==> src/dps_regs.svh <==
`ifndef DPS_REGS_SVH
`define DPS_REGS_SVH

// Data memory window in the core address map.
`define DPS_WIN_LO        16'h1000
`define DPS_WIN_HI        16'h107F

// Row layout: only the low offset bits may differ inside one row.
`define DPS_OFS_W         4
`define DPS_ROW_LSB       4
`define DPS_ROW_MSB       6
`define DPS_LATCH_ENTRIES 16
`define DPS_LAST_ENTRY    4'hF
`define DPS_MAX_LOADS     6'h20

// Programming time and its cycle count at the core clock.
`define DPS_CLK_PERIOD_NS 25
`define DPS_PROG_TIME_NS  100000
`define DPS_PROG_CYCLES   ((`DPS_PROG_TIME_NS + `DPS_CLK_PERIOD_NS - 1) / `DPS_CLK_PERIOD_NS)

`endif

==> src/dps_pkg.sv <==
package dps_pkg;

    typedef logic [6:0]  dps_aidx_t;
    typedef logic [11:0] dps_tmr_t;
    typedef logic [3:0]  dps_ofs_t;

    typedef struct packed {
        logic        req;
        logic        we;
        logic [15:0] addr;
        logic [7:0]  wdata;
    } dps_req_s;

    typedef struct packed {
        logic busy;
        logic complete;
        logic wait_mode;
        logic halt_mode;
    } dps_status_s;

    typedef enum logic [1:0] {
        ST_IDLE,
        ST_PROG,
        ST_COMMIT,
        ST_HALT
    } dps_state_e;

endpackage

==> src/dps_cell_array.sv <==
`timescale 1ns/1ps
`default_nettype none

module dps_cell_array import dps_pkg::*; (
    // Clock
    input  wire logic      core_clk_in,
    // Write port
    input  wire logic      wr_en_in,
    input  wire dps_aidx_t wr_addr_in,
    input  wire logic [7:0] wr_data_in,
    // Read port
    input  wire dps_aidx_t rd_addr_in,
    output logic [7:0]     rd_data_out
);

    // Nonvolatile cells: contents survive reset, so they carry none.
    logic [7:0] cells [0:127];

    always_ff @(posedge core_clk_in) begin
        if (wr_en_in) begin
            cells[wr_addr_in] <= wr_data_in;
        end
    end

    assign rd_data_out = cells[rd_addr_in];

endmodule

`default_nettype wire

==> src/dps_sequencer.sv <==
`timescale 1ns/1ps
`default_nettype none
`include "dps_regs.svh"

module dps_sequencer import dps_pkg::*; (
    // Clock and reset
    input  wire logic        core_clk_in,
    input  wire logic        arst_n_in,
    // Core memory access
    input  wire dps_req_s    core_req_in,
    input  wire logic        start_prog_in,
    input  wire logic        abort_in,
    input  wire logic        wait_for_interrupt_instr_in,
    input  wire logic        halt_instr_in,
    // Answers and status
    output logic [7:0]       rdata_out,
    output logic             rvalid_out,
    output logic             rd_refused_out,
    output logic             ld_ack_out,
    output dps_status_s      status_out
);

    dps_state_e                               state_q, state_d;
    dps_tmr_t                                 tmr_q, tmr_d;
    dps_ofs_t                                 idx_q, idx_d;
    logic [2:0]                               row_q, row_d;
    logic [5:0]                               load_cnt_q, load_cnt_d;
    logic                                     complete_q, complete_d;
    logic                                     wait_q, wait_d;
    logic                                     busy_q, busy_d;
    logic                                     halt_q, halt_d;
    logic [7:0]                               rdata_q, rdata_d;
    logic                                     rvalid_q, rvalid_d;
    logic                                     refused_q, refused_d;
    logic                                     ack_q, ack_d;
    logic [`DPS_LATCH_ENTRIES-1:0][7:0]       lat_q, lat_d;
    logic [`DPS_LATCH_ENTRIES-1:0]            lval_q, lval_d;
    logic                                     clr_lat;
    logic                                     in_win;
    logic                                     rd_hit;
    logic                                     ld_hit;
    logic                                     ld_take;
    logic                                     arr_we;
    dps_aidx_t                                arr_waddr;
    logic [7:0]                               arr_rdata;

    assign in_win   = core_req_in.req && (core_req_in.addr >= `DPS_WIN_LO)
                      && (core_req_in.addr <= `DPS_WIN_HI);
    assign rd_hit   = in_win && !core_req_in.we;
    assign ld_hit   = in_win && core_req_in.we;
    // Loads go to latches only when idle and below the load limit.
    assign ld_take  = ld_hit && (state_q == ST_IDLE) && !halt_instr_in && !abort_in
                      && (load_cnt_q < `DPS_MAX_LOADS);

    // Commit walks every latch slot once, writing the valid ones.
    assign arr_we    = (state_q == ST_COMMIT) && lval_q[idx_q]
                       && !halt_instr_in;
    assign arr_waddr = {row_q, idx_q};

    dps_cell_array u_cells (
        .core_clk_in (core_clk_in),
        .wr_en_in    (arr_we),
        .wr_addr_in  (arr_waddr),
        .wr_data_in  (lat_q[idx_q]),
        .rd_addr_in  (core_req_in.addr[`DPS_ROW_MSB:0]),
        .rd_data_out (arr_rdata)
    );

    genvar gi;
    generate
        for (gi = 0; gi < `DPS_LATCH_ENTRIES; gi++) begin : g_lat
            logic hit;
            assign hit       = ld_take && (core_req_in.addr[`DPS_OFS_W-1:0] == 4'(gi));
            assign lat_d[gi] = hit ? core_req_in.wdata : lat_q[gi];
            assign lval_d[gi] = clr_lat ? 1'b0 : (hit ? 1'b1 : lval_q[gi]);
        end
    endgenerate

    always_comb begin
        state_d    = state_q;
        tmr_d      = tmr_q;
        idx_d      = idx_q;
        row_d      = row_q;
        load_cnt_d = load_cnt_q;
        complete_d = complete_q;
        wait_d     = 1'b0;
        rdata_d    = rdata_q;
        rvalid_d   = 1'b0;
        refused_d  = 1'b0;
        ack_d      = 1'b0;
        clr_lat    = 1'b0;
        if (halt_instr_in || abort_in) begin
            // Programming is dropped on the spot; cells may hold partial data.
            state_d    = halt_instr_in ? ST_HALT : ST_IDLE;
            clr_lat    = 1'b1;
            load_cnt_d = 6'h00;
            complete_d = 1'b0;
        end else begin
            case (state_q)
                ST_IDLE: begin
                    wait_d = wait_for_interrupt_instr_in;
                    if (rd_hit) begin
                        rvalid_d = 1'b1;
                        rdata_d  = arr_rdata;
                    end
                    if (ld_take) begin
                        ack_d      = 1'b1;
                        load_cnt_d = load_cnt_q + 6'h01;
                        complete_d = 1'b0;
                        if (load_cnt_q == 6'h00) begin
                            row_d = core_req_in.addr[`DPS_ROW_MSB:`DPS_ROW_LSB];
                        end
                    end else if (start_prog_in) begin
                        if (|lval_q) begin
                            state_d    = ST_PROG;
                            tmr_d      = 12'(`DPS_PROG_CYCLES - 1);
                            complete_d = 1'b0;
                            wait_d     = 1'b0;
                        end else begin
                            complete_d = 1'b1;
                        end
                    end
                end
                ST_PROG: begin
                    refused_d = rd_hit;
                    if (tmr_q == 12'h000) begin
                        state_d = ST_COMMIT;
                        idx_d   = 4'h0;
                    end else begin
                        tmr_d = tmr_q - 12'h001;
                    end
                end
                ST_COMMIT: begin
                    refused_d = rd_hit;
                    idx_d     = idx_q + 4'h1;
                    if (idx_q == `DPS_LAST_ENTRY) begin
                        state_d    = ST_IDLE;
                        complete_d = 1'b1;
                        clr_lat    = 1'b1;
                        load_cnt_d = 6'h00;
                    end
                end
                ST_HALT: begin
                    state_d = ST_IDLE;
                end
                default: begin
                    state_d = ST_IDLE;
                end
            endcase
        end
        busy_d = (state_d == ST_PROG) || (state_d == ST_COMMIT);
        halt_d = (state_d == ST_HALT);
    end

    always_ff @(posedge core_clk_in or negedge arst_n_in) begin
        if (!arst_n_in) begin
            state_q    <= ST_IDLE;
            tmr_q      <= 12'h000;
            idx_q      <= 4'h0;
            row_q      <= 3'h0;
            load_cnt_q <= 6'h00;
            complete_q <= 1'b0;
            wait_q     <= 1'b0;
            busy_q     <= 1'b0;
            halt_q     <= 1'b0;
            rdata_q    <= 8'h00;
            rvalid_q   <= 1'b0;
            refused_q  <= 1'b0;
            ack_q      <= 1'b0;
            lat_q      <= '0;
            lval_q     <= '0;
        end else begin
            state_q    <= state_d;
            tmr_q      <= tmr_d;
            idx_q      <= idx_d;
            row_q      <= row_d;
            load_cnt_q <= load_cnt_d;
            complete_q <= complete_d;
            wait_q     <= wait_d;
            busy_q     <= busy_d;
            halt_q     <= halt_d;
            rdata_q    <= rdata_d;
            rvalid_q   <= rvalid_d;
            refused_q  <= refused_d;
            ack_q      <= ack_d;
            lat_q      <= lat_d;
            lval_q     <= lval_d;
        end
    end

    assign rdata_out      = rdata_q;
    assign rvalid_out     = rvalid_q;
    assign rd_refused_out = refused_q;
    assign ld_ack_out     = ack_q;
    assign status_out     = '{busy: busy_q, complete: complete_q,
                              wait_mode: wait_q, halt_mode: halt_q};

    // Counts the length of each busy stretch for the timing checks.
    logic [12:0] busy_len_q;

    always_ff @(posedge core_clk_in or negedge arst_n_in) begin
        if (!arst_n_in) begin
            busy_len_q <= 13'h0000;
        end else begin
            busy_len_q <= busy_q ? (busy_len_q + 13'h0001) : 13'h0000;
        end
    end
endmodule

`default_nettype wire

==> config.mk <==
export PLATFORM = sky130hd
export DESIGN_NAME = dps_sequencer
export DESIGN_NICKNAME = d
export VERILOG_FILES = /design/src/dps_pkg.sv /design/src/dps_cell_array.sv /design/src/dps_sequencer.sv
export VERILOG_INCLUDE_DIRS = /design/src
export SDC_FILE = /design/constraint.sdc
export NUM_CORES = 1
export LEC_CHECK = 0
export BUFFER_PORTS_ARGS = -buffer_cell sky130_fd_sc_hd__clkbuf_2
export CAP_MARGIN = 20
export CORE_MARGIN = 5
export CORE_UTILIZATION = 60
export DETAILED_ROUTE_END_ITERATION = 16
export MAX_ROUTING_LAYER = met4
export PLACE_DENSITY_LB_ADDON = 0.3
export SLEW_MARGIN = 20
export SYNTH_ARGS = -nofsm -noshare
export SYNTH_HDL_FRONTEND = slang
export SYNTH_HIERARCHICAL = 1
export SYNTH_SLANG_ARGS = --single-unit
==> constraint.sdc <==
create_clock -name core_clk_in -period 8.7 [get_ports core_clk_in]
set_input_delay 0.87 -clock core_clk_in [delete_from_list [all_inputs] [get_ports core_clk_in]]
set_output_delay 0.87 -clock core_clk_in [all_outputs]
set_load 0.03 [all_outputs]
==> results by group, run 1 <==
Run status
  – Status: completed

Detailed routing
  – ANT nets after route: 0
  – Via density: 6.861
  – Routed len/inst: 31.97 um
  – Drt first pass iters: 5
  – Drt first-iter violations: 3414
  – DR DRC count: 0
  – Vias: 24420
  – Wirelength, routed: 113.8 mm

Timing
  – Max-slew violation count: 0
  – # setup viols final: 0
  – Achievable Freq: 0.1979 GHz
  – Total Neg Setup Slack: 0 ns
  – RSZ-0062 raised after global routing: no
  – Final hold vios: 0
  – Fin crit period: 5.053 ns
  – Final worst path period share: 58.08%
  – Slew headroom: 18.25%
  – Fin worst setup slack: 3.647 ns
  – Clock Skew: 0.02812 ns
  – Slew @ Worst Pin: 1.222 ns

Floorplan
  – IO Count: 47
  – Initial Util: 60.39%
  – Die ar.: 0.08673 mm2
  – Die extent in y: 294.5 um
  – Die W: 294.5 um
  – Core Rows: 104
  – Core area: 0.08042 mm2

Clock network
  – Clock buffer depth: 3
  – # resized after CTS: 0
  – Clock slew at reported path FFs: 0.06 ns
  – CTS root buffer: clkbuf_16
  – Later-pin clock latency in the skew report: 0.68 ns
  – CTS H-Tree Depth: 3
  – # hold bufs at CTS: 0
  – CTS tree: done
  – CTS Sinks: 1210
  – Number of post-CTS setup repair buffers: 0
  – CTS Buf Count: 116

Global route
  – Gr busiest metal: met2
  – All-Layer GR Usage: 27.58%
  – Met2 Usage GRT: 44.22%
  – Initial antenna violation count: 4
  – Met1 Resource Use GR: 38.41%
  – Grt ovf: 0
  – Largest net degree at the start of global routing: 167
  – First-pass GRT wire length: 170.4 mm
  – Vias in the first global route: 25080
  – Met3 usage: 4.197%

Synth
  – Cells after Synth: 2332
  – Number of synthesized flops with an enable pin: 1024
  – Syn_area_per_cell: 20.83 um2
  – Synth unique cells: 55
  – Count of state elements after synthesis: 1210
  – Yosys warnings: 6
  – Post-synthesis sequential area ratio: 72.90%
  – Syn Nets: 2372
  – Post-synthesis cell area: 0.04857 mm2
  – Top FF cell, synth: edfxtp_1
  – Fraction of registers with async set/reset: 15.37%

Cells and area
  – Post-route cell area: 0.05386 mm2
  – Final design utilization: 66.98%
  – # diodes: 0
  – Fin nets: 2442
  – Area Overhead vs Synth: 10.90%
  – Layout cells sized above 1: 32.12%
  – Final Non-Filler Cells: 3560
  – FILL cells: 4862

Placement
  – GP Congestion: 0.8414
  – Post-Place Setup Slack: 3.575 ns
  – Cell count after placement: 3343
  – PortBufs: 46
  – Estimated wirelength of the detail-placed design: 64.81 mm
  – Cell Area, Placed: 0.04996 mm2

Setup path
  – Crit path capture type: register
  – CP Class: register to register
  – CP arrival: 5.35 ns
  – CP required: 8.99 ns
  – Crit-path max FO: 24
  – Crit path launch type: register

Power and ir drop
  – PwrDens: 247.6 mW/mm2
  – Peak VDD IR: 0.1860 mV
  – Leak pwr: 18.20 nW

Worst hold path
  – Hold Crit Class: input pin to asynchronous set/reset pin

Job
  – Max Cap Violations: 0
area by class of cell:
class	count	area (um2)	area share [%]
Clock buffer	146	3088	5.733
Clock inverter	70	782.0	1.452
Inverter	18	67.56	0.1254
Multi-Input combinational cell	970	12590	23.37
Sequential cell	1210	35410	65.74
Tap cell	1060	1326	2.462
Timing Repair Buffer	86	603.1	1.120
stage by stage:
step           hold WS (ns)  power, mW
2_1_floorplan        0.4733      7.859
3_5_place_dp         0.4909      8.354
4_1_cts              0.1534      13.40
3_3_place_gp         0.4809      8.282
6_report             0.1541      13.34
5_1_grt              0.1794      13.77
placed cells by master, fill, tap and decap left out, drive strengths merged, types with 4 or more instances in the layout:
| master | instances |
|---|---|
| a211oi | 5 |
| a21oi | 22 |
| a221oi | 22 |
| a22oi | 7 |
| and3 | 4 |
| and4 | 4 |
| buf | 43 |
| bufinv | 15 |
| clkbuf | 189 |
| clkinv | 43 |
| clkinvlp | 6 |
| dfrtp | 186 |
| edfxtp | 1024 |
| ha | 8 |
| inv | 24 |
| mux2 | 149 |
| mux2i | 33 |
| mux4 | 355 |
| nand2 | 40 |
| nand2b | 11 |
| nand3 | 20 |
| nand4 | 7 |
| nor2 | 166 |
| nor2b | 8 |
| nor3 | 31 |
| nor4 | 9 |
| o21ai | 21 |
| or2 | 4 |
| or3 | 5 |
| or4 | 10 |
sequential cells by signal, indices dropped and copies added, names as in the netlist, 2 cells and up:
register	count
u_cells/cells	1024
lat_q	128
lval_q	16
tmr_q	12
rdata_out	8
load_cnt_q	6
idx_q	4
row_q	3
state_q	2
where the power goes:
part | total (mW) | internal [mW] | leakage [nW] | switching [mW]
logic | 1.28 | 0.302 | 4.37 | 0.983
clock network | 5.10 | 2.96 | 1.88 | 2.14
registers | 6.95 | 6.90 | 11.9 | 0.0469
total | 13.3 | 10.2 | 18.2 | 3.16
per-layer routing:
layer | up-vias | routed length [um]
met2 | 1521 | 57810
met3 | 218 | 10480
met1 | 12920 | 42420
met5 | - | 0
li1 | 9762 | -
met4 | 0 | 3119
cell usage after synthesis (5+ instances only):
library cell     n  share of area, %
nor3_4           8              0.27
inv_1           18              0.14
buf_6            5              0.12
mux4_2         355                16
nor2b_1          8              0.10
a211oi_1         5             0.077
nor4_1           8              0.10
o21ai_0         20              0.21
or4_1            7              0.11
buf_4           16              0.25
nand3_1         20              0.21
a22oi_1          7              0.11
nand2_1         40              0.31
mux2_2         133               3.1
mux2_4          16              0.49
buf_1           23              0.18
nand2b_1        11              0.14
buf_2           15              0.15
a221oi_1        22              0.40
dfrtp_1        186               9.6
or3_1            5             0.064
ha_1             8              0.21
clkbuf_1        75              0.58
a21oi_1         22              0.23
nor3_1          19              0.20
nand4_1          7             0.090
mux2i_1         33              0.68
edfxtp_1      1024                63
nor2_1         166               1.3
worst max-delay path: stages (launching register included):
cell	delay, ns
dfrtp_1	0.88
and2_1	0.77
a221oi_1	0.25
a221oi_1	0.60
clkbuf_2	0.29
nor2b_1	0.32
nand2_2	0.55
nor2_1	0.97
cell families after synthesis:
group,Yosys count,share of synthesized area (%)
flip-flops,1210,72.90
multiplexers,537,20.72
AND/OR/NAND/NOR,330,3.429
buffers and inverters,152,1.414
AO/OA/AOI/OAI,95,1.329
adder cells (fa/ha/maj),8,0.2061
path summary, 6_finish.rpt:
path	startpoint	depth (start not counted)	to	slack, ns
setup / recovery	idx_q[2]$_DFFE_PN0P_	7	u_cells/cells[18][1]$_DFFE_PP_	3.65
max in group asynchronous	arst_n_in	3	idx_q[0]$_DFFE_PN0P_	6.62
hold / removal	arst_n_in	1	lat_q[9]$_DFFE_PN0P_	0.15
setup reg to reg	idx_q[2]$_DFFE_PN0P_	7	u_cells/cells[18][1]$_DFFE_PP_	3.65
min in group core_clk_in	core_req_in[24]	2	rd_refused_out$_DFF_PN0_	0.42
hold reg to reg	lat_q[26]$_DFFE_PN0P_	1	lat_q[26]$_DFFE_PN0P_	0.50
Note: power is estimated with default switching activity, not from simulation.
==> run 2, diff against run 1 <==
--- a/config.mk
+++ b/config.mk
@@ -9,7 +9,7 @@
 export BUFFER_PORTS_ARGS = -buffer_cell sky130_fd_sc_hd__clkbuf_2
 export CAP_MARGIN = 20
 export CORE_MARGIN = 5
-export CORE_UTILIZATION = 60
+export CORE_UTILIZATION = 57
 export DETAILED_ROUTE_END_ITERATION = 16
 export MAX_ROUTING_LAYER = met4
 export PLACE_DENSITY_LB_ADDON = 0.3
==> constraint.sdc (replaced) <==
create_clock -name core_clk_in -period 4.6 [get_ports core_clk_in]
set_input_delay 0.46 -clock core_clk_in [delete_from_list [all_inputs] [get_ports core_clk_in]]
set_output_delay 0.46 -clock core_clk_in [all_outputs]
set_load 0.03 [all_outputs]
==> run 2 against run 1 <==
Net effect: critical path depth grew 1; total power grew 88%; maximum frequency grew 28%; clock-buffer cell count grew 10; clock skew grew 0.012 ns; final cell count grew 3.5%; clock power grew 85%; via count shrank 2.7%; die area grew 5.1%; worst hold slack lost 0.083 ns; design area grew 0.81%; first-iteration DRC count shrank 27%; critical path type unchanged; largest power group unchanged.
==> results by group, run 2 (synthesis gave the netlist of run 1 again) <==
Setup path
  – CP required: 4.91 ns (was 8.99 ns)
  – CP Class: register to register (unchanged)
  – FF-to-FF End: u_cells/cells[16][1]$_DFFE_PP_ (was u_cells/cells[18][1]$_DFFE_PP_)
  – Crit path top cell by count: buf_4 (was a221oi_1)
  – Worst path cell trace: mux4_2 > mux2i_1 > a221oi_1 > buf_4 > nor2b_1 > nand2_1 > buf_4 > nor2_1 (was and2_1 > a221oi_1 > a221oi_1 > clkbuf_2 > nor2b_1 > nand2_2 > nor2_1)
  – Crit-path max FO: 18 (was 24)
  – Crit-path slowest cell: dfrtp_1 (was nor2_1)
  – R2r worst-path depth: 8 (was 7)
  – Crit path capture type: register (unchanged)
  – Biggest cell delay along the critical path: 0.81 ns (was 0.97 ns)
  – R2R setup slack: 0.66 ns (was 3.65 ns)
  – Crit path launch type: register (unchanged)
  – Worst flop-to-flop path startpoint: idx_q[1]$_DFFE_PN0P_ (was idx_q[2]$_DFFE_PN0P_)
  – CP arrival: 4.25 ns (was 5.35 ns)

Timing
  – Achievable Freq: 0.2536 GHz (was 0.1979 GHz)
  – Fin crit period: 3.944 ns (was 5.053 ns)
  – Final worst path period share: 85.73% (was 58.08%)
  – # setup viols final: 0 (unchanged)
  – Final hold vios: 0 (unchanged)
  – RSZ-0062 raised after global routing: no (unchanged)
  – Max-slew violation count: 0 (unchanged)
  – Clock Skew: 0.03963 ns (was 0.02812 ns)
  – Total Neg Setup Slack: 0 ns (unchanged)
  – Hold Worst Slack: 0.07080 ns (was 0.1541 ns)
  – Slew @ Worst Pin: 1.106 ns (was 1.222 ns)
  – Slew headroom: 26.26% (was 18.25%)

Detailed routing
  – DR DRC count: 0 (unchanged)
  – Drt first-iter violations: 2506 (was 3414)
  – Routed len/inst: 29.09 um (was 31.97 um)
  – Vias: 23750 (was 24420)
  – Via density: 6.446 (was 6.861)
  – Wirelength, routed: 107.2 mm (was 113.8 mm)
  – ANT nets after route: 0 (unchanged)
  – Drt first pass iters: 6 (was 5)

Cells and area
  – Top flop regs: u_cells/cells: 1024 flops, lat_q: 128 flops, lval_q: 16 flops (unchanged)
  – Area Overhead vs Synth: 11.80% (was 10.90%)
  – Top reg by flops: u_cells/cells (unchanged)
  – Most common cell after layout, fill and taps aside: edfxtp_1 (unchanged)
  – Layout cells sized above 1: 32.47% (was 32.12%)
  – Largest register FFs: 1024 (unchanged)
  – Most frequent cells in the layout: edfxtp_1, mux4_2, dfrtp_1 (unchanged)
  – Fin nets: 2482 (was 2442)
  – Post-route cell area: 0.05429 mm2 (was 0.05386 mm2)

Placement
  – Estimated wirelength of the detail-placed design: 65.46 mm (was 64.81 mm)
  – Cell Area, Placed: 0.05045 mm2 (was 0.04996 mm2)
  – GP Congestion: 0.8141 (was 0.8414)
  – PortBufs: 46 (unchanged)

Clock network
  – CTS Sinks: 1210 (unchanged)
  – Clock slew at reported path FFs: 0.06 ns (about the same)
  – CTS Buf Count: 116 (unchanged)
  – Later-pin clock latency in the skew report: 0.71 ns (was 0.68 ns)
  – CTS tree: done (unchanged)
  – CTS root buffer: clkbuf_16 (unchanged)
  – Clock buffer depth: 3 (unchanged)
  – CTS H-Tree Depth: 3 (unchanged)

Global route
  – Initial antenna violation count: 4 (unchanged)
  – Vias in the first global route: 24500 (was 25080)
  – First-pass GRT wire length: 160.9 mm (was 170.4 mm)
  – Grt ovf: 0 (unchanged)
  – Largest net degree at the start of global routing: 122 (was 167)
  – All-Layer GR Usage: 24.75% (was 27.58%)

Power and ir drop
  – Peak VDD IR: 0.3667 mV (was 0.1860 mV)
  – Leak pwr: 18.40 nW (was 18.20 nW)
  – PwrDens: 461.3 mW/mm2 (was 247.6 mW/mm2)

Floorplan
  – Core Rows: 107 (was 104)
  – Initial Util: 57.22% (was 60.39%)
  – Die extent in y: 301.9 um (was 294.5 um)
  – Die W: 301.9 um (was 294.5 um)
  – IO Count: 47 (unchanged)
  – Core area: 0.08488 mm2 (was 0.08042 mm2)
  – Die ar.: 0.09114 mm2 (was 0.08673 mm2)

Run status
  – Status: completed (unchanged)

Worst hold path
  – Hold Crit Class: input pin to register (was input pin to asynchronous set/reset pin)
  – Hold wc startpoint: core_req_in[18]
  – Min-Delay Endpoint: ld_ack_out$_DFF_PN0_
  – Worst Hold Depth: 3

Job
  – Max Cap Violations: 0 (unchanged)
[run 2: changes by cell type in the layout (fill, tap and decap cells not counted), moves of 4 or more]
| cell | delta |
|---|---|
| clkinv_2 | -8 |
| clkinv_1 | +4 |
| buf_12 | +11 |
| nor3_1 | +5 |
| bufinv_16 | -7 |
| buf_4 | +31 |
| clkbuf_8 | +4 |
| clkinvlp_4 | -4 |
[run 2: repair_timing]
| item | 4_1_cts | 5_1_grt |
|---|---|---|
| hold buffers | 2 | 0 |
| buffers inserted | 0 | 0 |
| endpoints found under the hold margin | 121 | 0 |
| gates resized for setup | 0 | 0 |
[run 2: power breakdown]
group | switching [mW] | total, mW | internal [mW]
clock | 4.04 | 9.41 | 5.37
combinational | 1.85 | 2.51 | 0.663
sequential | 0.0866 | 13.1 | 13.0
[run 2: worst max path at each step]
stage / startpoint / end / slack, ns / cells past startpoint
2_1_floorplan: idx_q[0]$_DFFE_PN0P_ / u_cells/cells[0][4]$_DFFE_PP_ / 0.53 / 7
3_3_place_gp: core_req_in[8] / rdata_out[4]$_DFFE_PN0P_ / 0.56 / 7
3_5_place_dp: core_req_in[8] / rdata_out[1]$_DFFE_PN0P_ / 0.61 / 7
4_1_cts: idx_q[1]$_DFFE_PN0P_ / u_cells/cells[16][1]$_DFFE_PP_ / 0.69 / 8
5_1_grt: idx_q[1]$_DFFE_PN0P_ / u_cells/cells[16][1]$_DFFE_PP_ / 0.52 / 8
6_report: idx_q[1]$_DFFE_PN0P_ / u_cells/cells[16][1]$_DFFE_PP_ / 0.66 / 8
[run 2: worst max-delay path, delay by kind of cell (launching register included)]
kind | cells | cell delay (ns)
DFF | 1 | 0.81
buffers and inverters | 2 | 0.56
muxes | 2 | 0.44
AOI/OAI and AO/OA | 1 | 0.39
and+or+nand+nor | 3 | 1.34
[run 2: per-stage QoR]
step                      instances  worst slack, ns  util, %  power (mW)
final                          3685           0.6563    63.97       25.05
after detailed placement       3465           0.6087    59.43       15.89
after global placement         3465           0.5620    59.43       15.72
after floorplan                2332           0.5278        -       14.86
after global routing           3685           0.5187    63.97       25.89
after CTS                      3681           0.6881    63.92       25.22
[run 2: area by class of cell]
cell class | count | area (um2)
Antenna cell | 3 | 7.507
Clock buffer | 156 | 3216
Clock inverter | 58 | 568.0
Fill cell | 5532 | 30580
Inverter | 18 | 67.56
Multi-Input combinational cell | 970 | 12550
Sequential cell | 1210 | 35410
Tap cell | 1144 | 1431
Timing Repair Buffer | 126 | 1050
[run 2: routing by layer]
layer  wire length [um]  part of all wire, %  global-route usage (%)
met1              42010                   39                   34.24
met2              52120                   49                   37.85
met3              10490                  9.8                   6.208
met4               2591                  2.4                   6.573
met5                  0                    0                       -
==> run 3, diff against run 2 <==
--- a/config.mk
+++ b/config.mk
@@ -8,11 +8,13 @@
 export LEC_CHECK = 0
 export BUFFER_PORTS_ARGS = -buffer_cell sky130_fd_sc_hd__clkbuf_2
 export CAP_MARGIN = 20
+export CORE_ASPECT_RATIO = 2
 export CORE_MARGIN = 5
 export CORE_UTILIZATION = 57
 export DETAILED_ROUTE_END_ITERATION = 16
 export MAX_ROUTING_LAYER = met4
 export PLACE_DENSITY_LB_ADDON = 0.3
+export REMOVE_ABC_BUFFERS = 1
 export SLEW_MARGIN = 20
 export SYNTH_ARGS = -nofsm -noshare
 export SYNTH_HDL_FRONTEND = slang
==> run 3 against run 2 <==
Net effect: clock power fell by 11%; maximum frequency is 2.0% higher; register-to-register slack better by 0.08 ns; final cell count decreased by 1.1%; non-clock buffer count grew 67; via count is 0.42% higher; total power is 4.2% lower.
==> results by group, run 3 (synthesis gave the netlist of run 1 again) <==
Power and ir drop
  – Peak VDD IR: 0.3649 mV (was 0.3667 mV)
  – PwrDens: 443.4 mW/mm2 (was 461.3 mW/mm2)
  – Leak pwr: 18.48 nW (was 18.40 nW)

Cells and area
  – Largest register FFs: 1024 (unchanged)
  – Most frequent cells in the layout: edfxtp_1, mux4_2, dfrtp_1 (unchanged)
  – Most common cell after layout, fill and taps aside: edfxtp_1 (unchanged)
  – Top reg by flops: u_cells/cells (unchanged)
  – Fin nets: 2530 (was 2482)
  – Area Overhead vs Synth: 11.46% (was 11.80%)
  – Layout cells sized above 1: 33.86% (was 32.47%)
  – Final design utilization: 63.96% (was 63.97%)
  – Top flop regs: u_cells/cells: 1024 flops, lat_q: 128 flops, lval_q: 16 flops (unchanged)
  – Final Non-Filler Cells: 3645 (was 3685)

Timing
  – Slew @ Worst Pin: 1.104 ns (was 1.106 ns)
  – # setup viols final: 0 (unchanged)
  – Final hold vios: 0 (unchanged)
  – Achievable Freq: 0.2585 GHz (was 0.2536 GHz)
  – Max-slew violation count: 0 (unchanged)
  – Fin worst setup slack: 0.7319 ns (was 0.6563 ns)
  – RSZ-0062 raised after global routing: no (unchanged)
  – Clock Skew: 0.04695 ns (was 0.03963 ns)
  – Slew headroom: 26.37% (was 26.26%)
  – Fin crit period: 3.868 ns (was 3.944 ns)
  – Final worst path period share: 84.09% (was 85.73%)
  – Hold Worst Slack: 0.05426 ns (was 0.07080 ns)

Setup path
  – Biggest cell delay along the critical path: 0.88 ns (was 0.81 ns)
  – R2R setup slack: 0.73 ns (was 0.66 ns)
  – Crit-path slowest cell: dfrtp_4 (was dfrtp_1)
  – CP arrival: 4.19 ns (was 4.25 ns)
  – Crit-path max FO: 42 (was 18)
  – CP required: 4.92 ns (was 4.91 ns)
  – CP Class: register to register (unchanged)
  – Worst path cell trace: mux4_2 > mux2i_1 > a221oi_1 > buf_4 > nor2b_1 > nand2_1 > nor2_1 (was mux4_2 > mux2i_1 > a221oi_1 > buf_4 > nor2b_1 > nand2_1 > buf_4 > nor2_1)
  – Crit path launch type: register (unchanged)
  – Crit path capture type: register (unchanged)

Clock network
  – Clock slew at reported path FFs: 0.07 ns (was 0.06 ns)
  – CTS Buf Count: 97 (was 116)
  – Clock buffer depth: 3 (unchanged)
  – Later-pin clock latency in the skew report: 0.70 ns (was 0.71 ns)
  – CTS tree: done (unchanged)
  – Number of post-CTS setup repair buffers: 0 (unchanged)
  – CTS Sinks: 1210 (unchanged)
  – CTS root buffer: clkbuf_16 (unchanged)
  – CTS H-Tree Depth: 3 (unchanged)

Global route
  – All-Layer GR Usage: 25.92% (was 24.75%)
  – Initial antenna violation count: 2 (was 4)
  – Largest net degree at the start of global routing: 129 (was 122)
  – Grt ovf: 0 (unchanged)
  – First-pass GRT wire length: 168.6 mm (was 160.9 mm)
  – Vias in the first global route: 25610 (was 24500)

Floorplan
  – Core Rows: 151 (was 107)
  – Core area: 0.08464 mm2 (was 0.08488 mm2)
  – Die ar.: 0.09149 mm2 (was 0.09114 mm2)
  – Die W: 216.4 um (was 301.9 um)
  – Die extent in y: 422.8 um (was 301.9 um)
  – IO Count: 47 (unchanged)
  – Initial Util: 57.38% (was 57.22%)

Job
  – Max Cap Violations: 0 (unchanged)

Worst hold path
  – Hold Crit Class: input pin to register (unchanged)

Detailed routing
  – Drt first-iter violations: 2213 (was 2506)
  – DR DRC count: 0 (unchanged)
  – Drt first pass iters: 7 (was 6)
  – Via density: 6.544 (was 6.446)
  – Vias: 23850 (was 23750)
  – Wirelength, routed: 112.5 mm (was 107.2 mm)
  – ANT nets after route: 0 (unchanged)
  – Routed len/inst: 30.87 um (was 29.09 um)

Placement
  – Cell count after placement: 3460 (was 3465)
  – PortBufs: 46 (unchanged)
  – GP Congestion: 0.8602 (was 0.8141)
  – Post-Place Setup Slack: 0.5854 ns (was 0.6087 ns)
  – Estimated wirelength of the detail-placed design: 74.08 mm (was 65.46 mm)

Run status
  – Status: completed (unchanged)
==> run 3: cell count changes in the layout (fill, tap and decap cells not counted), moves of 3 or more <==
| cell | change |
|---|---|
| inv_6 | -3 |
| clkbuf_8 | -3 |
| clkinvlp_4 | +4 |
| buf_12 | +4 |
| clkbuf_1 | -9 |
| buf_4 | +64 |
| clkinv_1 | -4 |
| clkinv_2 | +6 |
| inv_16 | -3 |
| clkbuf_16 | -21 |
==> run 3: timing repair <==
item | CTS | global route
resized for setup | 0 | 0
hold buffers | 2 | 0
hold endpoints to repair | 60 | 0
==> run 3: metal layers <==
metal  GRT usage (%)  share of wire (%)
met5               -                  0
met4           11.74                5.4
met3           3.218                5.3
met2           47.50                 57
met1           28.10                 32
==> run 3: report_power, final <==
part	leakage (nW)	internal (mW)	switching, mW
Combinational	4.98	0.680	1.85
Sequential	11.9	13.0	0.0884
Clock	1.55	4.55	3.80
Total	18.5	18.3	5.74
==> run 3: worst paths after layout <==
path	endpoint	cells after the start	startpoint
setup / recovery	u_cells/cells[48][2]$_DFFE_PP_	7	idx_q[0]$_DFFE_PN0P_
hold / removal	wait_q$_DFF_PN0_	2	wait_for_interrupt_instr_in
setup reg to reg	u_cells/cells[48][2]$_DFFE_PP_	7	idx_q[0]$_DFFE_PN0P_
hold reg to reg	lat_q[29]$_DFFE_PN0P_	1	lat_q[29]$_DFFE_PN0P_
max in group asynchronous	lat_q[59]$_DFFE_PN0P_	3	arst_n_in
min in group asynchronous	state_q[1]$_DFF_PN0_	2	arst_n_in
==> run 3: stage by stage <==
| stage | power, mW | cell area [um2] | TNS [ns] |
|---|---|---|---|
| final | 24.00 | 54130 | 0 |
| after global routing | 24.80 | 54130 | 0 |
| after CTS | 24.14 | 54130 | 0 |
| after detailed placement | 15.90 | 50920 | 0 |
| after global placement | 15.74 | 50920 | 0 |
| after floorplan | 14.72 | 47950 | -738.59 |
==> run 3: final cells by class <==
type / instances / area (um2)
diodes: 2 / 5.005
clock buffers: 121 / 2600
clock inverters: 60 / 591.8
fillers: 5549 / 30510
inverters: 18 / 67.56
multi-input cells: 970 / 12540
flip-flops and latches: 1210 / 35410
well taps: 1071 / 1340
repair buffers: 193 / 1583
==> run 3: worst max-delay path: cells and delay by family, from the launching register on <==
kind,cells,cell delay (ns)
compound gates,1,0.30
buf+inv,1,0.25
flops,1,0.88
mux,2,0.42
simple gates,3,1.63
